### src/logic/status_event_pkg.sv
// Purpose : shared constants and types for the status and event reporting block
// Assumes : one device clock, commands already decoded from the remote messages
// Notes   : bit positions follow the status byte and event register layouts
package status_event_pkg;

    // ==========================================================
    // widths
    localparam int COND_W = 16;
    localparam int BYTE_W = 8;

    // ==========================================================
    // questionable register bit positions
    localparam int QUESTIONABLE_SUMMARY_VOLTAGE_BIT = 0;
    localparam int QUESTIONABLE_SUMMARY_CURRENT_BIT = 1;
    localparam int QUESTIONABLE_SUMMARY_OVP_BIT     = 9;
    localparam logic [15:0] QUESTIONABLE_SUMMARY_USED_MASK = 16'h0203;

    // ==========================================================
    // status byte bit positions
    localparam int SB_ERROR_BIT    = 2;
    localparam int SB_QUESTIONABLE_SUMMARY_BIT     = 3;
    localparam int SB_MAV_BIT      = 4;
    localparam int SB_ESB_BIT      = 5;
    localparam int SB_RQS_BIT      = 6;
    localparam int SB_OPERATION_SUMMARY_BIT     = 7;
    localparam logic [7:0] SB_UNUSED_MASK = 8'h03;
    localparam logic [7:0] SB_RQS_MASK    = 8'h40;

    // ==========================================================
    // standard event register: bit 1 never sets, bit 7 is power-on
    localparam logic [7:0] STD_USED_MASK  = 8'hFD;
    localparam logic [7:0] STD_RESET_VAL  = 8'h80;
    localparam int STD_OPC_BIT = 0;
    localparam int STD_PON_BIT = 7;
    localparam int STD_QYE_BIT = 2;
    localparam int STD_DDE_BIT = 3;
    localparam int STD_EXE_BIT = 4;
    localparam int STD_CME_BIT = 5;
    localparam int STD_LKR_BIT = 6;

    // ==========================================================
    // error codes, two's complement 16 bit
    localparam logic [15:0] ERR_NONE     = 16'h0000;
    localparam logic [15:0] ERR_OVERFLOW = 16'hFEA2; // -350

    localparam logic [15:0] ZERO16 = 16'h0000;
    localparam logic [7:0]  ZERO8  = 8'h00;

    // ==========================================================
    // decoded commands and queries
    typedef enum logic [3:0] {
        CMD_CLEAR_STATUS   = 4'b0000,
        CMD_QUESTIONABLE_SUMMARY_COND_RD   = 4'b0001,
        CMD_QUESTIONABLE_EVENT_RD  = 4'b0010,
        CMD_QUESTIONABLE_ENABLE_WR = 4'b0011,
        CMD_QUESTIONABLE_ENABLE_RD = 4'b0100,
        CMD_OPERATION_SUMMARY_COND_RD   = 4'b0101,
        CMD_OPERATION_EVENT_RD  = 4'b0110,
        CMD_OPERATION_ENABLE_WR = 4'b0111,
        CMD_OPERATION_ENABLE_RD = 4'b1000,
        CMD_STATUS_BYTE_RD = 4'b1001,
        CMD_STD_EVENT_RD   = 4'b1010,
        CMD_STD_ENABLE_WR  = 4'b1011,
        CMD_STD_ENABLE_RD  = 4'b1100,
        CMD_SRQ_ENABLE_WR  = 4'b1101,
        CMD_SRQ_ENABLE_RD  = 4'b1110,
        CMD_ERROR_QUERY    = 4'b1111
    } cmd_t;

    typedef struct packed {
        cmd_t        cmd;
        logic [15:0] data;
    } cmd_req_t;

    typedef struct packed {
        logic operation_complete;
        logic query_error;
        logic device_error;
        logic execution_error;
        logic command_error;
        logic local_key_request;
    } std_events_t;

endpackage

### src/logic/status_event_reporting.sv
// Purpose : status registers, summaries, service request and error queue
// Assumes : one decoded command per cycle at most, inputs synchronous to clk_in
// Notes   : every query answers one cycle after it is taken
import status_event_pkg::*;

// Operation
// - an event reaches the status byte only through its set enable bit
// - condition bits follow their conditions live, without any latching
// - event bits set on condition rising edge, hold until read or cleared
// - clear-status command zeroes all event registers
// - questionable bits: 0 voltage, 1 current, 9 overvoltage; others zero
// - reading questionable condition returns it and leaves it unchanged
// - reading questionable event returns it and clears it
// - operation registers exist but no condition ever sets them
// - status byte bits 0 and 1 always read zero
// - status byte bit 2 set while error queue holds an entry
// - status byte bit 3 is masked questionable event summary
// - status byte bit 4 set while output queue holds unread data
// - status byte bit 5 is masked standard event summary
// - status byte bit 6 shows service request, visible in serial poll
// - status byte bit 7 is masked operation event summary
// - summary is OR over all bits of status AND enable
// - standard event bits: opc, zero, four errors, local key, power-on
// - reading standard event register returns it and clears it
// - host writes and reads standard event enable, one-to-one bit mapping
// - host writes and reads service request enable selecting request sources
// - new message clears the output queue; host reads responses first
// - errors queue first-in-first-out; overflow records -350 then blocks
// - error query returns oldest code, or zero when empty
module status_event_reporting #(
    parameter int ERR_DEPTH = 16
) (
    input  wire logic                          clk_in,
    input  wire logic                          sys_rst_in,
    input  wire logic                          cmd_valid_in,
    input  wire status_event_pkg::cmd_req_t    cmd_req_in,
    input  wire logic                          voltage_summary_in,
    input  wire logic                          current_summary_in,
    input  wire logic                          overvoltage_protection_in,
    input  wire status_event_pkg::std_events_t std_events_in,
    input  wire logic                          message_available_in,
    input  wire logic                          message_start_in,
    input  wire logic                          err_push_in,
    input  wire logic [15:0]                   err_code_in,
    output logic                               resp_valid_out,
    output logic [15:0]                        resp_data_out,
    output logic [7:0]                         status_byte_out,
    output logic                               service_request_out,
    output logic                               out_queue_clear_out
);
    import status_event_pkg::*;

    localparam int PTR_W = $clog2(ERR_DEPTH);
    localparam logic [PTR_W:0] DEPTH_CNT = (PTR_W + 1)'(ERR_DEPTH);
    localparam logic [PTR_W:0] LAST_CNT  = (PTR_W + 1)'(ERR_DEPTH - 1);
    localparam logic [PTR_W:0] ONE_CNT   = (PTR_W + 1)'(1);
    localparam logic [PTR_W-1:0] ONE_PTR = PTR_W'(1);

    initial begin
        if (ERR_DEPTH < 2 || (1 << PTR_W) != ERR_DEPTH)
            $error("ERR_DEPTH must be a power of two, at least 2");
    end

    // ==========================================================
    // state
    logic [15:0]      questionable_condition;
    logic [15:0]      questionable_summary_prev;
    logic [15:0]      questionable_event;
    logic [15:0]      questionable_enable;
    logic [15:0]      operation_condition;
    logic [15:0]      operation_event;
    logic [15:0]      operation_enable;
    logic [7:0]       standard_event_status;
    logic [7:0]       standard_event_enable;
    logic [7:0]       service_request_enable;
    logic [15:0]      err_mem [ERR_DEPTH];
    logic [PTR_W-1:0] err_wr;
    logic [PTR_W-1:0] err_rd;
    logic [PTR_W:0]   err_count;
    logic             err_lock;

    logic [15:0]      next_questionable_summary_prev;
    logic [15:0]      next_questionable_event;
    logic [15:0]      next_questionable_enable;
    logic [15:0]      next_operation_event;
    logic [15:0]      next_operation_enable;
    logic [7:0]       next_standard_event_status;
    logic [7:0]       next_standard_event_enable;
    logic [7:0]       next_service_request_enable;
    logic [PTR_W-1:0] next_err_wr;
    logic [PTR_W-1:0] next_err_rd;
    logic [PTR_W:0]   next_err_count;
    logic             next_err_lock;
    logic             err_we;
    logic [15:0]      err_wdata;
    logic             next_resp_valid;
    logic [15:0]      next_resp_data;
    logic [7:0]       next_status_byte;
    logic             next_service_request;

    logic [15:0]      questionable_summary_rise;
    logic [7:0]       std_raw;
    logic [7:0]       summary_byte;
    logic             srq_now;
    logic             cls;
    logic             pop;
    logic             push;
    logic [PTR_W:0]   count_after_pop;

    // ==========================================================
    // condition registers: live, never latched
    always_comb begin
        questionable_condition = ZERO16;
        questionable_condition[QUESTIONABLE_SUMMARY_VOLTAGE_BIT] = voltage_summary_in;
        questionable_condition[QUESTIONABLE_SUMMARY_CURRENT_BIT] = current_summary_in;
        questionable_condition[QUESTIONABLE_SUMMARY_OVP_BIT]     = overvoltage_protection_in;
        operation_condition = ZERO16;
    end

    assign questionable_summary_rise = questionable_condition & ~questionable_summary_prev;
    assign cls = cmd_valid_in && cmd_req_in.cmd == CMD_CLEAR_STATUS;

    always_comb begin
        std_raw = ZERO8;
        std_raw[STD_OPC_BIT] = std_events_in.operation_complete;
        std_raw[STD_QYE_BIT] = std_events_in.query_error;
        std_raw[STD_DDE_BIT] = std_events_in.device_error;
        std_raw[STD_EXE_BIT] = std_events_in.execution_error;
        std_raw[STD_CME_BIT] = std_events_in.command_error;
        std_raw[STD_LKR_BIT] = std_events_in.local_key_request;
    end

    // ==========================================================
    // status byte and service request, from present register state
    always_comb begin
        summary_byte = ZERO8;
        summary_byte[SB_ERROR_BIT] = err_count != '0;
        summary_byte[SB_QUESTIONABLE_SUMMARY_BIT]  = |(questionable_event & questionable_enable);
        summary_byte[SB_MAV_BIT]   = message_available_in;
        summary_byte[SB_ESB_BIT]   = |(standard_event_status & standard_event_enable);
        summary_byte[SB_OPERATION_SUMMARY_BIT]  = |(operation_event & operation_enable);
        srq_now = |(summary_byte & service_request_enable & ~SB_RQS_MASK);
        next_service_request = srq_now;
        next_status_byte = summary_byte;
        next_status_byte[SB_RQS_BIT] = srq_now;
    end

    // ==========================================================
    // registers, error queue and query answers
    always_comb begin
        next_questionable_summary_prev        = questionable_condition;
        next_questionable_event       = questionable_event;
        next_questionable_enable      = questionable_enable;
        next_operation_event  = operation_event;
        next_operation_enable = operation_enable;
        next_standard_event_status  = standard_event_status;
        next_standard_event_enable  = standard_event_enable;
        next_service_request_enable = service_request_enable;
        next_resp_valid = 1'b0;
        next_resp_data  = resp_data_out;
        pop  = 1'b0;
        if (cmd_valid_in) begin
            next_resp_valid = cmd_req_in.cmd != CMD_CLEAR_STATUS
                && cmd_req_in.cmd != CMD_QUESTIONABLE_ENABLE_WR && cmd_req_in.cmd != CMD_OPERATION_ENABLE_WR
                && cmd_req_in.cmd != CMD_STD_ENABLE_WR && cmd_req_in.cmd != CMD_SRQ_ENABLE_WR;
            unique case (cmd_req_in.cmd)
                CMD_CLEAR_STATUS: begin
                    next_questionable_event = ZERO16;
                    next_operation_event = ZERO16;
                    next_standard_event_status = ZERO8;
                end
                CMD_QUESTIONABLE_SUMMARY_COND_RD:   next_resp_data = questionable_condition;
                CMD_QUESTIONABLE_EVENT_RD: begin
                    next_resp_data  = questionable_event;
                    next_questionable_event = ZERO16;
                end
                CMD_QUESTIONABLE_ENABLE_WR: next_questionable_enable = cmd_req_in.data;
                CMD_QUESTIONABLE_ENABLE_RD: next_resp_data = questionable_enable;
                CMD_OPERATION_SUMMARY_COND_RD:   next_resp_data = operation_condition;
                CMD_OPERATION_EVENT_RD: begin
                    next_resp_data = operation_event;
                    next_operation_event = ZERO16;
                end
                CMD_OPERATION_ENABLE_WR: next_operation_enable = cmd_req_in.data;
                CMD_OPERATION_ENABLE_RD: next_resp_data = operation_enable;
                CMD_STATUS_BYTE_RD: next_resp_data = {ZERO8, status_byte_out};
                CMD_STD_EVENT_RD: begin
                    next_resp_data = {ZERO8, standard_event_status};
                    next_standard_event_status = ZERO8;
                end
                CMD_STD_ENABLE_WR:  next_standard_event_enable = cmd_req_in.data[7:0];
                CMD_STD_ENABLE_RD:  next_resp_data = {ZERO8, standard_event_enable};
                CMD_SRQ_ENABLE_WR:  next_service_request_enable = cmd_req_in.data[7:0];
                CMD_SRQ_ENABLE_RD:  next_resp_data = {ZERO8, service_request_enable};
                CMD_ERROR_QUERY: begin
                    pop = err_count != '0;
                    next_resp_data = pop ? err_mem[err_rd] : ERR_NONE;
                end
            endcase
        end
        // a new event in the clearing cycle survives the clear
        next_questionable_event = next_questionable_event | questionable_summary_rise;
        next_standard_event_status = next_standard_event_status | (std_raw & STD_USED_MASK);
        next_operation_event = next_operation_event | operation_condition;

        // error queue: last free slot takes the overflow code, then it blocks
        next_err_wr    = err_wr;
        next_err_rd    = err_rd;
        next_err_count = err_count;
        next_err_lock  = err_lock;
        err_we    = 1'b0;
        err_wdata = err_code_in;
        count_after_pop = pop ? err_count - ONE_CNT : err_count;
        push = err_push_in && !(err_lock && !pop) && count_after_pop != DEPTH_CNT;
        if (cls) begin
            next_err_wr    = '0;
            next_err_rd    = '0;
            next_err_count = '0;
            next_err_lock  = 1'b0;
            push = 1'b0;
        end else begin
            if (pop) begin
                next_err_rd   = err_rd + ONE_PTR;
                next_err_lock = 1'b0;
            end
            next_err_count = count_after_pop;
            if (push) begin
                err_we = 1'b1;
                next_err_wr = err_wr + ONE_PTR;
                next_err_count = count_after_pop + ONE_CNT;
                if (count_after_pop == LAST_CNT) begin
                    err_wdata = ERR_OVERFLOW;
                    next_err_lock = 1'b1;
                end
            end
        end
    end

    always_ff @(posedge clk_in or posedge sys_rst_in) begin
        if (sys_rst_in) begin
            questionable_summary_prev        <= ZERO16;
            questionable_event       <= ZERO16;
            questionable_enable      <= ZERO16;
            operation_event  <= ZERO16;
            operation_enable <= ZERO16;
            standard_event_status  <= STD_RESET_VAL;
            standard_event_enable  <= ZERO8;
            service_request_enable <= ZERO8;
            err_wr    <= '0;
            err_rd    <= '0;
            err_count <= '0;
            err_lock  <= 1'b0;
            resp_valid_out      <= 1'b0;
            resp_data_out       <= ZERO16;
            status_byte_out     <= ZERO8;
            service_request_out <= 1'b0;
            out_queue_clear_out <= 1'b0;
        end else begin
            questionable_summary_prev        <= next_questionable_summary_prev;
            questionable_event       <= next_questionable_event;
            questionable_enable      <= next_questionable_enable;
            operation_event  <= next_operation_event;
            operation_enable <= next_operation_enable;
            standard_event_status  <= next_standard_event_status;
            standard_event_enable  <= next_standard_event_enable;
            service_request_enable <= next_service_request_enable;
            err_wr    <= next_err_wr;
            err_rd    <= next_err_rd;
            err_count <= next_err_count;
            err_lock  <= next_err_lock;
            resp_valid_out      <= next_resp_valid;
            resp_data_out       <= next_resp_data;
            status_byte_out     <= next_status_byte;
            service_request_out <= next_service_request;
            out_queue_clear_out <= message_start_in;
        end
    end

    // storage has no reset; entries are only read below the count
    always_ff @(posedge clk_in) begin
        if (err_we)
            err_mem[err_wr] <= err_wdata;
    end
endmodule

### config.mk
export PLATFORM = sky130hd
export DESIGN_NAME = status_event_reporting
export DESIGN_NICKNAME = d
export VERILOG_FILES = /design/src/logic/status_event_pkg.sv /design/src/logic/status_event_reporting.sv
export SDC_FILE = /design/constraint.sdc
export NUM_CORES = 1
export LEC_CHECK = 0
export BUFFER_PORTS_ARGS = -buffer_cell sky130_fd_sc_hd__buf_2
export CORE_ASPECT_RATIO = 1.25
export CORE_MARGIN = 2
export CORE_UTILIZATION = 50
export CTS_BUF_LIST = sky130_fd_sc_hd__clkbuf_4
export DETAILED_ROUTE_END_ITERATION = 10
export GPL_TIMING_DRIVEN = 0
export HOLD_SLACK_MARGIN = 0.08
export PLACE_DENSITY_LB_ADDON = 0.15
export SETUP_SLACK_MARGIN = 0.05
export SLEW_MARGIN = 20
export SYNTH_ARGS = -nofsm -noshare
export SYNTH_HDL_FRONTEND = slang
export SYNTH_SLANG_ARGS = --single-unit
### constraint.sdc
create_clock -name clk_in -period 3.6 [get_ports clk_in]
set_input_delay 0.36 -clock clk_in [delete_from_list [all_inputs] [get_ports clk_in]]
set_output_delay 0.36 -clock clk_in [all_outputs]
set_load 0.05 [all_outputs]
* Word-level counts from Yosys, hierarchy flattened *
Memories as Yosys holds them, arrays and structs flattened.
Cells that the tools add are included.

cells by class
  equality and inequality tests = 21
  reduce and logical (&&, ||, !) cells = 27
  $add $sub $neg = 4
  muxes and demuxes = 27
  bitwise gates (word level) = 7

operators with widths
  kind                   number
  $pmux W16 S10          1
  $mux W16               6
  $eq A4 B4 Y1 const B   8
  $and A10 B16 Y16       1
  $and A16 B16 Y16       1
  $eq A4 B3 Y1 const B   4
  $mux W4                4
  $mux W8                2
  $not A10 Y16           1
  $or A16 B16 Y16        1
  $reduce_or A16 Y1      1
  $mux W5                3
  $mux W1                11
  $reduce_bool A11 Y1    1
  $reduce_and A2 Y1      5
  $add A4 B1 Y4 const B  2
  $and A6 B8 Y8          1
  $and A8 B8 Y8          1
  $eq A4 B2 Y1 const B   2
  $logic_and A1 B1 Y1    8
  $ne A4 B4 Y1 const B   2
  $or A8 B7 Y8           1
  $reduce_or A8 Y1       1
  $reduce_or A7 Y1       1
  13 further kinds       17

word-level totals
  input port bits = 51
  memories kept = 1
  logic and storage cells = 103
  output and inout bits = 27
  bits in registers = 113
  bits in writable memories = 256

memory list
  memory   depth  bits a word  read ports  clocked after memory_dff  write ports  line                          RTL
  err_mem  16     16           1           0                         1            status_event_reporting.sv:76  logic [15:0] err_mem [ERR_DEPTH];

* Depth between registers and ports, before layout *
  depth in word-level cells = 12
  gate-level depth with buffers = 13

* Worst setup path before layout *
OpenSTA, ideal clock, no wires.

  path type = flip-flop to flip-flop
  start = register err_count[0]
  end = memory err_mem[9][0] (enable)
  path buffers = 1
  stages on the path, launching flop included = 12
  arrival time = 3,430 ps
  setup slack = -219 ps
  path through = dfrtp_1 -> inv_1 -> ha_1 -> nor4b_2 -> nor3_1 -> mux2i_1 -> inv_1 -> ha_1 -> and4_1 -> clkbuf_2 -> a2111o_1 -> nor2_1

between the ends
  longest elaborated chain between the ends = 12
  elaborated cells on any way between the ends = 15
  classes of those cells = add/sub: 1; eq/ne: 1; mux: 7; reduce/logical: 6

RTL lines
  what                                                                   line                           RTL
  start, declared                                                        status_event_reporting.sv:79   logic [PTR_W:0] err_count;
  start signal, assigned                                                 status_event_reporting.sv:269  err_count <= next_err_count;
  parallel branches: the longest is 7 deep, another holds $sub A5 B1 Y5  -
  $logic_and A1 B1 Y1 *                                                  status_event_reporting.sv:214  push = err_push_in && !(err_lock && !pop) && count_after_pop != DEPTH_CNT;
  $mux W1 *                                                              status_event_reporting.sv:227  if (push) begin
  $mux W1 *                                                              status_event_reporting.sv:215  if (cls) begin
  $mux W1 *                                                              status_event_reporting.sv:281  if (err_we)
  $mux W1 (implied by the code) *                                        status_event_reporting.sv:282  err_mem[err_wr] <= err_wdata;
  end, declared                                                          status_event_reporting.sv:76

Mark *: on every way between the ends.

* Worst setup path in the final report *
  start = register err_count[0]
  end = memory err_mem[0][1] (enable)

Same word-level chain as after synthesis.

==> metrics <==
post-DR wirelength/cell=24.1 microns; CTS Buf Count=approximately 90; Post-Syn Area per Cell=between 15 and 20 sq um; outcome=complete, no violations; Die Y=196 microns; Tightest Pin Transition=0.922 ns; Post-synth top flop=edfxtp_1; Worst Setup Start Kind=flip-flop; Top Layer Used=met4; Peak Freq=~300 MHz; drt pass-1 iters=5; Non-Filler Instances=1534; Seq/Total Area, Yosys=68.9%; initial core utilization=50.6%; Synth area leaders=edfxtp_1, dfrtp_1, mux4_2; CTS Buffer Depth=3; # H-tree levels=3; largest net degree at the start of global routing=59; compound-gate portion of the synthesized area=5.34%; Crit Path Max Fanout=8; Min Hold Slack=0.132 ns; Routed met2 length=19700 microns; slew margin rel.=38.3%; die width=157 microns; Yosys warnings=0; Cells after DPL=roughly 1300; CTS tree=built; Netlist Area Pre-Place=0.0147 sq mm; Ports=78; worst slack, placed=-1.01 ns; post-synthesis xor/xnor area fraction=0.238%; Core Region=0.0291 sq mm; initial antenna violation count=1; Final WS setup=0.170 ns; Hold Path Class=input pin to flip-flop; nets@finish=1150; Yosys top cell by area=edfxtp_1; mux cell area share after synthesis=16.6%; max-cap violations=0; area share of the largest cell type after synthesis=a little over half; DP HPWL=22700 microns; adder-cell area share of the yosys netlist=0.765%; Peak VDD IR=240 uV; # rows=70; CTS root buffer=clkbuf_4; met3 routed WL=2220 microns; most frequent cell after synthesis=edfxtp_1; met1 wire length=14300 microns; Clock Skews=0.0378 ns; critical path data required time=4.04 ns; GRT Util Overall=24.8%; Worst-Skew Late Latency=0.74 ns; Setup CP Type=flip-flop to flip-flop; number of I/O port buffers=72; Cell variety after synth=69; global-route wire length before repair=55200 microns; #FFs+latches synth=354; post-route ant nets=0; DR vias/cell=~5.7; pwr dens=around 640 mW/mm^2; Tcrit/Tclk final=95.3%; commonest cells in the netlist=edfxtp_1, dfrtp_1, mux4_2, mux2_2, nor2_1; CTS Sinks=between 300 and 400; Slew Viols, Final=0; share of cells above drive strength 1=37.7%; die area=0.0308 sq mm; post-layout util=60.9%; RD Place Congestion=0.854; vias in the first global route=between 9000 and 10000; critical path arrival=3.87 ns; Iter 0 DRT Violations=734; Total Routed Length=approximately 37000 microns; Synth Instances=853; CP endpoint kind=flip-flop; # setup viols final=0; Synth async-reset ratio=27.7%; Post-synth EDFFs=256; Layout area overhead=20.3%; Clk pin slew, worst setup/hold paths=~0.070 ns; post-detailed-route DRC marker count=0; Pleak=6.46 nW; main combinational cell family by area after synthesis=multiplexers; total gr overflow=0; Hold Vio Cnt, Final=0; via count=8762; area share of and/or/nand/nor cells after synthesis=5.83%; Min Clock Period, post-route=3.43 ns
==> power by group <==
group	total (W)	switching (W)	internal [W]	leakage, nW
sequential	0.00515	0.000239	0.00491	3.48
combinational	0.00305	0.00169	0.00136	2.38
clock	0.00312	0.00154	0.00158	0.598
==> logic make-up (layout without fill, tap and decap cells) <==
logic type / count (synthesis) / after routing
buffers and inverters: 68 / 350
multiplexers: 149 / 149
AND/OR/NAND/NOR: 163 / 163
other: 1 / 4
XOR/XNOR: 4 / 4
adder cells (fa/ha/maj): 9 / 9
flip-flops: 354 / 354
AO/OA/AOI/OAI: 105 / 105
==> through the flow <==
stage	instance area, sq um	total power (W)	TNS (ns)
after floorplan	14700	0.00713	-6.04
after global placement	15600	0.00789	-614.19
after detailed placement	15900	0.00802	-365.82
after CTS	17500	0.0113	0
after global routing	17700	0.0119	-0.00316
final	17700	0.0113	0
==> what timing repair did <==
| action | 4_1_cts | 5_1_grt |
|---|---|---|
| gates resized for setup | 9 | 12 |
| endpoints found under the setup margin | 513 | 382 |
| hold buffers | 34 | 4 |
| buffers inserted | 22 | 6 |
| pin swaps | 15 | 4 |
| hold endpoints to repair | 219 | 49 |
| gates cloned | 0 | 1 |
==> final cells by class <==
cell class,instances,area [sq um]
Antenna cell,1,2.50
Multi-Input combinational cell,433,4450
Timing Repair Buffer,145,1270
Clock inverter,18,104
Fill cell,2254,11400
Inverter,18,72.6
Buffer,50,274
Sequential cell,354,10100
Tap cell,396,495
Clock buffer,119,893
==> state kept, by name, summed over array words and instances (netlist names) <==
signal,cells
operation_enable,16
err_mem,256
err_rd,4
questionable_enable,16
status_byte_out,5
questionable_summary_prev,3
err_wr,4
resp_data_out,16
questionable_event,3
service_request_enable,8
out_queue_clear_out,1
err_lock,1
standard_event_status,7
resp_valid_out,1
err_count,5
standard_event_enable,8
==> worst max-delay path, cell delays in order, from the launching register on <==
cell	delay [ns]
dfrtp_2	0.37
inv_1	0.04
ha_1	0.24
nor4b_4	0.16
nor3_4	0.30
mux2i_2	0.31
inv_1	0.07
ha_1	0.22
and4_1	0.15
clkbuf_2	0.17
a2111o_2	0.52
buf_12	0.17
nor2_4	0.21
clkbuf_16	0.21
==> final timing paths <==
kind | start | endpoint | slack (ns) | depth (start not counted)
worst max-delay path | err_count[0] | err_mem[0][1] | 0.17 | 13
max in group asynchronous | sys_rst_in | resp_data_out[8] | 2.78 | 4
min in group asynchronous | sys_rst_in | service_request_enable[4] | 0.19 | 3
worst max register to register | err_count[0] | err_mem[0][1] | 0.17 | 13
worst min-delay path | err_code_in[13] | err_mem[3][13] | 0.13 | 2
worst min register to register | questionable_summary_prev[1] | questionable_event[1] | 0.43 | 1
==> cells in the final DEF (no fill, tap or decap), drive strengths merged, types with 4 or more instances in the layout <==
cell type / instances
inv: 21
a22oi: 11
nand4: 7
nor2: 42
dlygate4sd3: 38
a211oi: 5
a221oi: 8
dfrtp: 97
a221o: 5
nor4b: 4
and3: 8
or2: 12
nand3: 7
ha: 9
and2b: 4
clkbuf: 140
mux2i: 24
o21ai: 14
nor2b: 6
nand2: 36
a222oi: 8
a21oi: 15
clkinv: 13
nand2b: 8
a22o: 4
a21o: 11
nor3: 10
buf: 136
and2: 7
o22ai: 4
mux2: 55
mux4: 70
edfxtp: 256
==> metal layers <==
| metal | vias to the layer above | GRT usage (%) |
|---|---|---|
| met2 | 315 | 43.1 |
| met3 | 59 | 4.51 |
| li1 | 3885 | - |
| met4 | 0 | 9.60 |
| met5 | - | 0 |
| met1 | 4503 | 30.8 |
Note: power is estimated with default switching activity, not from simulation.
